### src/timer_ctrl_pkg.sv
// Shared constants and carrier types for the timer channel action control block
package timer_ctrl_pkg;
    localparam int            NCH          = 8;
    localparam int            CNT_W        = 16;
    localparam int            PRE_W        = 7;
    localparam int            SEL_W        = 3;
    // Register offsets on the byte register port
    localparam logic [3:0]    OFS_TOGGLE   = 4'h0;
    localparam logic [3:0]    OFS_ACT_HI   = 4'h1;
    localparam logic [3:0]    OFS_ACT_LO   = 4'h2;
    localparam logic [3:0]    OFS_EDGE_HI  = 4'h3;
    localparam logic [3:0]    OFS_EDGE_LO  = 4'h4;
    localparam logic [3:0]    OFS_IRQ_EN   = 4'h5;
    localparam logic [3:0]    OFS_SYS2     = 4'h6;
    localparam logic [3:0]    OFS_CH_FLAG  = 4'h7;
    localparam logic [3:0]    OFS_OVF_FLAG = 4'h8;
    localparam logic [3:0]    OFS_CNT_HI   = 4'h9;
    localparam logic [3:0]    OFS_CNT_LO   = 4'hA;
    // Field positions in system_ctrl_two and the overflow flag register
    localparam int            SYS2_OVF_IE  = 7;
    localparam int            SYS2_CLR7    = 3;
    localparam int            OVF_FLAG_BIT = 7;
    localparam logic [7:0]    SYS2_MASK    = 8'h8F;
    localparam logic [7:0]    CH_MASK_0_6  = 8'h7F;
    // Reset values and counter and prescaler limits
    localparam logic [7:0]    RST_REG      = 8'h00;
    localparam logic [15:0]   RST_CNT      = 16'h0000;
    localparam logic [15:0]   CNT_MAX      = 16'hFFFF;
    localparam logic [PRE_W-1:0] PRE_ZERO  = 7'h00;
    localparam logic [PRE_W-1:0] PRE_FULL  = 7'h7F;
    // Compare pin action and capture edge encodings
    localparam logic [1:0]    ACT_OFF      = 2'h0;
    localparam logic [1:0]    ACT_TOGGLE   = 2'h1;
    localparam logic [1:0]    ACT_CLEAR    = 2'h2;
    localparam logic [1:0]    ACT_SET      = 2'h3;
    localparam logic [1:0]    EDGE_OFF     = 2'h0;
    localparam logic [1:0]    EDGE_RISE    = 2'h1;
    localparam logic [1:0]    EDGE_FALL    = 2'h2;
    localparam logic [1:0]    EDGE_ANY     = 2'h3;

    typedef struct packed {
        logic [3:0] addr;
        logic [7:0] wdata;
        logic       wr;
        logic       rd;
    } bus_req_s;

    typedef struct packed {
        logic [7:0] out;
        logic [7:0] oe;
    } pin_drive_s;
endpackage

### src/timer_channel_action_control.sv
// Eight-channel timer control: pin actions, capture edges, counter, flags and requests
// Function
// - Overflow-toggle bit set makes the channel's compare pin invert on each counter overflow.
// - Overflow toggle acts only on output-compare channels; capture channels ignore it.
// - Overflow toggle beats forced compare; channel-7 override beats overflow toggle.
// - Mode/level pair on compare: 00 off, 01 toggle, 10 clear, 11 set.
// - Mode or level bit one makes the channel pin an output of its compare logic.
// - Edge select pair: 00 disabled, 01 rising, 10 falling, 11 any edge.
// - Channel interrupt requested only when flag and matching enable bit both set.
// - Overflow enable bit 7 of system_ctrl_two gates the overflow flag request.
// - Clear-on-7 bit 3 set: channel-7 compare resets the counter, modulus counting.
// - Clear-on-7 bit zero: counter never reset by compare, free runs 16 bits.
// - Clearing on with channel-7 value zero keeps the counter at zero.
// - Clearing on with channel-7 value maximum: compare reset sets no overflow flag.
// - Three-bit divider select divides bus clock by two to the field value.
// - Toggle and both action registers read and write at any time.
// - New divider value applies only when all prescaler stages are zero.
// - Overflow flag sets when the counter rolls from maximum to zero.
// - Channel-7 compare overrides simultaneous compare actions of the channels whose ch7_override_mask bit is set.
`timescale 1ns/10ps
`default_nettype none
module timer_channel_action_control (
    input  wire logic                     clk_sys,
    input  wire logic                     sys_rst,
    input  wire timer_ctrl_pkg::bus_req_s bus,
    output logic [7:0]                    rd_data,
    input  wire logic [7:0][15:0]         compare_value,
    input  wire logic [7:0]               channel_io_select,
    input  wire logic [7:0]               ch7_override_mask,
    input  wire logic [7:0]               ch7_override_data,
    input  wire logic [7:0]               force_compare,
    input  wire logic [7:0]               pin_in,
    output timer_ctrl_pkg::pin_drive_s    pin_drive,
    output logic [7:0]                    capture_strobe,
    output logic [15:0]                   main_counter,
    output logic                          irq_channel,
    output logic                          irq_overflow
);
    logic [7:0]  overflow_toggle_enable;
    logic [7:0]  act_hi;
    logic [7:0]  act_lo;
    logic [7:0]  edge_hi;
    logic [7:0]  edge_lo;
    logic [7:0]  irq_en;
    logic [7:0]  sys2;
    logic [7:0]  channel_flag_reg;
    logic        overflow_flag;
    logic [7:0]  comp_out;
    logic [7:0]  next_comp_out;
    logic [7:0]  pin_meta;
    logic [7:0]  pin_sync;
    logic [7:0]  pin_prev;
    logic [7:0]  compare_hit;
    logic [7:0]  cap_evt;
    logic [7:0]  ovr_vec;
    logic [7:0]  tov_vec;
    logic [7:0]  act_any;
    logic [15:0] act_all;
    logic [15:0] edge_all;
    logic        tick;
    logic        clear_on_7;
    logic        ovf_evt;
    logic        wr_en;

    function automatic logic edge_match(input logic [1:0] sel, input logic rise,
                                        input logic fall);
        case (sel)
            timer_ctrl_pkg::EDGE_RISE: edge_match = rise;
            timer_ctrl_pkg::EDGE_FALL: edge_match = fall;
            timer_ctrl_pkg::EDGE_ANY:  edge_match = rise | fall;
            default:                   edge_match = 1'b0;
        endcase
    endfunction

    timer_prescaler u_prescaler (
        .clk_sys (clk_sys),
        .sys_rst (sys_rst),
        .select  (sys2[2:0]),
        .tick    (tick)
    );

    assign act_all    = {act_hi, act_lo};
    assign edge_all   = {edge_hi, edge_lo};
    assign clear_on_7 = sys2[timer_ctrl_pkg::SYS2_CLR7];
    assign wr_en      = bus.wr;

    // Pin inputs cross into the bus clock domain through two flops
    always_ff @(posedge clk_sys) begin
        if (sys_rst) begin
            pin_meta <= timer_ctrl_pkg::RST_REG;
            pin_sync <= timer_ctrl_pkg::RST_REG;
            pin_prev <= timer_ctrl_pkg::RST_REG;
        end else begin
            pin_meta <= pin_in;
            pin_sync <= pin_meta;
            pin_prev <= pin_sync;
        end
    end

    // Compare is taken while the counter holds the value, on the tick that moves it on
    always_comb begin
        for (int i = 0; i < timer_ctrl_pkg::NCH; i++) begin
            compare_hit[i] = tick && channel_io_select[i] && (main_counter == compare_value[i]);
            cap_evt[i]     = !channel_io_select[i] && edge_match(edge_all[2*i +: 2],
                             pin_sync[i] & ~pin_prev[i], ~pin_sync[i] & pin_prev[i]);
            act_any[i]     = act_all[2*i+1] | act_all[2*i];
        end
    end
    assign capture_strobe = cap_evt;

    // A clearing compare at the top of the range is not a rollover
    assign ovf_evt = tick && (main_counter == timer_ctrl_pkg::CNT_MAX)
                     && !(clear_on_7 && compare_hit[7]);

    always_ff @(posedge clk_sys) begin
        if (sys_rst) begin
            main_counter <= timer_ctrl_pkg::RST_CNT;
        end else if (tick) begin
            if (clear_on_7 && compare_hit[7]) begin
                main_counter <= timer_ctrl_pkg::RST_CNT;
            end else begin
                main_counter <= main_counter + 16'h0001;
            end
        end
    end

    assign ovr_vec = {8{compare_hit[7]}} & ch7_override_mask;
    assign tov_vec = {8{ovf_evt}} & overflow_toggle_enable & channel_io_select;

    // Priority per channel: channel-7 override, then overflow toggle, then compare or force
    always_comb begin
        next_comp_out = comp_out;
        for (int i = 0; i < timer_ctrl_pkg::NCH; i++) begin
            if (ovr_vec[i]) begin
                next_comp_out[i] = ch7_override_data[i];
            end else if (tov_vec[i]) begin
                next_comp_out[i] = ~comp_out[i];
            end else if (channel_io_select[i] && (compare_hit[i] || force_compare[i])) begin
                case (act_all[2*i +: 2])
                    timer_ctrl_pkg::ACT_TOGGLE: next_comp_out[i] = ~comp_out[i];
                    timer_ctrl_pkg::ACT_CLEAR:  next_comp_out[i] = 1'b0;
                    timer_ctrl_pkg::ACT_SET:    next_comp_out[i] = 1'b1;
                    default:                    next_comp_out[i] = comp_out[i];
                endcase
            end
        end
    end

    always_ff @(posedge clk_sys) begin
        if (sys_rst) begin
            comp_out <= timer_ctrl_pkg::RST_REG;
        end else begin
            comp_out <= next_comp_out;
        end
    end

    // Mask bits of channels 0..6 also claim the pin; software keeps them clear for OM/OL use
    assign pin_drive = '{out: comp_out,
                         oe:  channel_io_select
                              & (act_any | (ch7_override_mask & timer_ctrl_pkg::CH_MASK_0_6))};

    // Control registers, writable at any time
    always_ff @(posedge clk_sys) begin
        if (sys_rst) begin
            overflow_toggle_enable <= timer_ctrl_pkg::RST_REG;
            act_hi                 <= timer_ctrl_pkg::RST_REG;
            act_lo                 <= timer_ctrl_pkg::RST_REG;
        end else if (wr_en) begin
            case (bus.addr)
                timer_ctrl_pkg::OFS_TOGGLE: overflow_toggle_enable <= bus.wdata;
                timer_ctrl_pkg::OFS_ACT_HI: act_hi <= bus.wdata;
                timer_ctrl_pkg::OFS_ACT_LO: act_lo <= bus.wdata;
                default: ;
            endcase
        end
    end

    always_ff @(posedge clk_sys) begin
        if (sys_rst) begin
            edge_hi <= timer_ctrl_pkg::RST_REG;
            edge_lo <= timer_ctrl_pkg::RST_REG;
            irq_en  <= timer_ctrl_pkg::RST_REG;
            sys2    <= timer_ctrl_pkg::RST_REG;
        end else if (wr_en) begin
            case (bus.addr)
                timer_ctrl_pkg::OFS_EDGE_HI: edge_hi <= bus.wdata;
                timer_ctrl_pkg::OFS_EDGE_LO: edge_lo <= bus.wdata;
                timer_ctrl_pkg::OFS_IRQ_EN:  irq_en  <= bus.wdata;
                timer_ctrl_pkg::OFS_SYS2:    sys2    <= bus.wdata & timer_ctrl_pkg::SYS2_MASK;
                default: ;
            endcase
        end
    end

    // Write-one-to-clear flags; a hardware set in the same cycle wins over the clear
    always_ff @(posedge clk_sys) begin
        if (sys_rst) begin
            channel_flag_reg <= timer_ctrl_pkg::RST_REG;
            overflow_flag    <= 1'b0;
        end else begin
            channel_flag_reg <= (channel_flag_reg
                                 & ~({8{wr_en && bus.addr == timer_ctrl_pkg::OFS_CH_FLAG}}
                                     & bus.wdata))
                                | compare_hit | cap_evt;
            overflow_flag    <= (overflow_flag
                                 & ~(wr_en && bus.addr == timer_ctrl_pkg::OFS_OVF_FLAG
                                     && bus.wdata[timer_ctrl_pkg::OVF_FLAG_BIT]))
                                | ovf_evt;
        end
    end

    assign irq_channel  = |(channel_flag_reg & irq_en);
    assign irq_overflow = overflow_flag && sys2[timer_ctrl_pkg::SYS2_OVF_IE];

    // Read data stand only in the cycle after the read strobe
    always_ff @(posedge clk_sys) begin
        if (sys_rst || !bus.rd) begin
            rd_data <= timer_ctrl_pkg::RST_REG;
        end else begin
            case (bus.addr)
                timer_ctrl_pkg::OFS_TOGGLE:   rd_data <= overflow_toggle_enable;
                timer_ctrl_pkg::OFS_ACT_HI:   rd_data <= act_hi;
                timer_ctrl_pkg::OFS_ACT_LO:   rd_data <= act_lo;
                timer_ctrl_pkg::OFS_EDGE_HI:  rd_data <= edge_hi;
                timer_ctrl_pkg::OFS_EDGE_LO:  rd_data <= edge_lo;
                timer_ctrl_pkg::OFS_IRQ_EN:   rd_data <= irq_en;
                timer_ctrl_pkg::OFS_SYS2:     rd_data <= sys2;
                timer_ctrl_pkg::OFS_CH_FLAG:  rd_data <= channel_flag_reg;
                timer_ctrl_pkg::OFS_OVF_FLAG: rd_data <= {overflow_flag, 7'h00};
                timer_ctrl_pkg::OFS_CNT_HI:   rd_data <= main_counter[15:8];
                timer_ctrl_pkg::OFS_CNT_LO:   rd_data <= main_counter[7:0];
                default:                      rd_data <= timer_ctrl_pkg::RST_REG;
            endcase
        end
    end
endmodule // timer_channel_action_control
`default_nettype wire

### src/timer_prescaler.sv
// Bus clock prescaler producing the counter tick enable
`timescale 1ns/10ps
`default_nettype none
module timer_prescaler (
    input  wire logic                           clk_sys,
    input  wire logic                           sys_rst,
    input  wire logic [timer_ctrl_pkg::SEL_W-1:0] select,
    output logic                                tick
);
    logic [timer_ctrl_pkg::PRE_W-1:0] stage_cnt;
    logic [timer_ctrl_pkg::SEL_W-1:0] active_sel;

    function automatic logic [timer_ctrl_pkg::PRE_W-1:0] low_mask(
        input logic [timer_ctrl_pkg::SEL_W-1:0] s);
        low_mask = ~(timer_ctrl_pkg::PRE_FULL << s);
    endfunction

    always_ff @(posedge clk_sys) begin
        if (sys_rst) begin
            stage_cnt <= timer_ctrl_pkg::PRE_ZERO;
        end else begin
            stage_cnt <= stage_cnt + 7'h01;
        end
    end

    // A new ratio is adopted only with every stage at zero, so no short period appears
    always_ff @(posedge clk_sys) begin
        if (sys_rst) begin
            active_sel <= 3'h0;
        end else if (stage_cnt == timer_ctrl_pkg::PRE_ZERO) begin
            active_sel <= select;
        end
    end

    // Tick once every 2**active_sel bus cycles
    assign tick = (stage_cnt & low_mask(active_sel)) == low_mask(active_sel);
endmodule // timer_prescaler
`default_nettype wire

### config.mk
export PLATFORM = sky130hd
export DESIGN_NAME = timer_channel_action_control
export DESIGN_NICKNAME = d
export VERILOG_FILES = /design/src/timer_ctrl_pkg.sv /design/src/timer_channel_action_control.sv /design/src/timer_prescaler.sv
export SDC_FILE = /design/constraint.sdc
export NUM_CORES = 1
export LEC_CHECK = 0
export ABC_AREA = 1
export BUFFER_PORTS_ARGS = -buffer_cell sky130_fd_sc_hd__buf_4
export CORE_UTILIZATION = 50
export CTS_BUF_LIST = sky130_fd_sc_hd__clkbuf_4 sky130_fd_sc_hd__clkbuf_8
export CTS_CLUSTER_SIZE = 40
export DETAILED_ROUTE_END_ITERATION = 7
export PLACE_DENSITY = 0.76
export SYNTH_ARGS = -nofsm -noshare
export SYNTH_HDL_FRONTEND = slang
export SYNTH_SLANG_ARGS = --single-unit
### constraint.sdc
create_clock -name clk_sys -period 2.1 [get_ports clk_sys]
set_input_delay 0 -clock clk_sys [delete_from_list [all_inputs] [get_ports clk_sys]]
set_output_delay 0 -clock clk_sys [all_outputs]
set_load 0.05 [all_outputs]
==> metrics <==
run status finished clean; Primary FF master, synth dfxtp_1; Final setup viols 0; flops & latches, synth 128; dpl cell area 11020 um2; clk_lat worst skew 0.46 ns; Syn. warnings 0; Post-DRT Antenna Nets 0; DIE WIDTH 135.0 um; top-area cell type share of the netlist area 0.2898; Largest register FFs 16; Relative slew margins 0.5834; final hold violation count 0; setup tns final 0 ns; most frequent cells after synthesis nand2_1, inv_1, nor2_1; largest net degree at the start of global routing 53; Pre-antenna DRT Iters 7; CP required 2.49 ns; All-Layer GR Usage 0.3447; Finished Cell Area 11870 um2; Routability Congestion 0.9839; CP Capture Type register; CP Class register to register; WHS Path Cells 8; Post-DP HPWL 24800 um; Hold EP comp_out[0]; Final #Nets 1900; Worst-Margin Slew 0.6249 ns; r2r worst-path depth 15; Power Dens Cells 518.5 nW/um2; Rows 48; final WL 31710 um; Final Max Slew Viols 0; CP Launch Type register; Area contributors post-synth dfxtp_1, nand2_1, inv_1; FF-to-FF Start main_counter[4]; Setup Skew 0.01038 ns; Mapped Cells 1398; Die H 135.0 um; number of global-route vias before repair 9218; Buffers & Inverters on Critical Path 3; maximum buffer depth of the clock tree 2; die area 18220 um2; CP Cell Sequence buf_6 -> buf_4 -> xnor2_1 -> nand2_1 -> nor2_1 -> nand2_1 -> nor2_2 -> nand2_1 -> nand2_1 -> nand2_1 -> nand2_1 -> inv_1 -> a21oi_1 -> nand2_1 -> a21oi_2; asr flop ratio synth 0; max cap viols 0; crit-path max cell delay 0.36 ns; flop-to-flop setup slack 0.14 ns; RSZ-0062 raised after global routing yes; final period utilization 0.9336; fin cells 1926; starting density of the core 0.5113; Starting DRT DRC Count 835; layout cells sized above 1 0.2375; Worst Path Arrival 2.35 ns; CTS root buf clkbuf_8; DRC errors left 0; area grow syn2layout 34.22%; CTS tree done; Max VDD drop 0.4553 mV; first-pass GRT wire length 48090 um; CP max FO 6; CP max stage cell dfxtp_2; Seq/Total Area, Yosys 0.2898; Reg with most FFs main_counter; Cell Area, Synth 8843 um2; Yosys cell types 48; Worst Setup SP main_counter[4]; worst hold path type input pin to register; Mean Syn Cell Area 6.326 um2; antenna violations before repair 0; via count 10110; r2r endpoint comp_out[0]; placeable core area 17300 um2; clock slew at reported path FFs 0.08 ns; Final min period 1.961 ns; EDFF count, synth 0; io pins 234; hold_sp force_compare[0]; htree depth 4; CTS sink cnt 128; delay-heaviest family, CP simple AND/OR/NAND/NOR gates; LEAKAGE 5.429 nW; Synthesized Nets 1609; most used cell along the critical path nand2_1; dpl cells 1857; area leader, netlist dfxtp_1; I/O Buffers 233; vias per cell 5.250; global route overflow 0; DR WL/cell 16.47 um; number of buffers created by CTS 17; ANT cells 0; most frequent cell after synthesis nand2_1; fmax 510.1 MHz
## per-layer routing
metal | vias to the layer above | share of wire | track usage
li1 | 5026 | - | -
met3 | 82 | 0.088 | 0.06532
met2 | 493 | 0.47 | 0.5871
met4 | 0 | 0.042 | 0.1523
met1 | 4510 | 0.40 | 0.4215
met5 | - | 0 | 0
## area by class of cell
| cell class | instances | area (um2) |
|---|---|---|
| well taps | 225 | 281.5 |
| repair buffers | 320 | 2510 |
| fillers | 1510 | 5426 |
| flip-flops and latches | 128 | 2585 |
| clock buffers | 19 | 249.0 |
| multi-input cells | 992 | 5220 |
| inverters | 230 | 863.3 |
| clock inverters | 12 | 161.4 |
## cells in the final DEF (no fill, tap or decap), types with 9 or more instances in the layout
master         Yosys  final
buf_4              9    282
nor2_1           145    140
or2_2             25     25
nand2_2            6      9
nor3_1            21     20
o21ai_0           63     63
clkbuf_8           0     17
inv_1            219    217
xor2_1            12     12
a21oi_1          118    118
dfxtp_2            0     12
nand3_1           72     71
dlygate4sd3_1      0     35
nand4_1           24     24
inv_2              9     11
xnor2_1           54     54
o22ai_1           22     22
dfxtp_1          128    114
a31oi_1           12     12
ha_1              27     26
nand2_1          322    319
## through the flow
| stage | hold WS [ns] | worst slack [ns] | total power [W] | utilization |
|---|---|---|---|---|
| CTS | 0.01461 | 0.02942 | 0.006127 | 0.6812 |
| global route | 0.05396 | 0.002738 | 0.006387 | 0.6863 |
| finish | 0.02508 | 0.1394 | 0.006155 | 0.6863 |
| detailed placement | 0.2076 | 0.05171 | 0.003842 | 0.6372 |
| global placement | 0.2021 | 0.08255 | 0.003831 | 0.6372 |
| floorplan | 0.1070 | 0.009263 | 0.003265 | - |
## worst min-delay path: stages
cell and delay, ns:
buf_4 0.07, inv_1 0.03, nand2_1 0.05, nand2_1 0.05, nand2_1 0.05, inv_1 0.05
nand3_1 0.08, a21oi_2 0.06
## worst max path at each step
stage	endpoint	cells after the start	slack, ns
final	comp_out[0]	15	0.14
after CTS	comp_out[0]	15	0.03
after global placement	comp_out[0]	15	0.08
after global routing	comp_out[5]	11	0.003
after floorplan	main_counter[11]	12	0.009
after detailed placement	comp_out[0]	15	0.05
## cells by family (layout without fill, tap and decap cells)
logic type      count (synthesis)  in the layout  synth area share
flops                         128            128            0.2898
fa+ha+maj                      27             27           0.03820
simple gates                  653            654            0.3268
compound gates                245            245            0.1538
buf+inv                       279            581            0.1261
xor+xnor                       66             66           0.06536
## power by group
part           internal, W  switching [W]  leakage, nW
clock network      0.00120        0.00108        0.200
logic             0.000595       0.000728         4.18
registers          0.00250      0.0000564         1.05
## repair_timing
item,in CTS,in global routing
resized for setup,0,24
hold endpoints to repair,77,0
setup buffers,0,2
setup endpoints to repair,0,10
hold buffers,35,0
No activity file was read; power rests on OpenSTA's default activity.
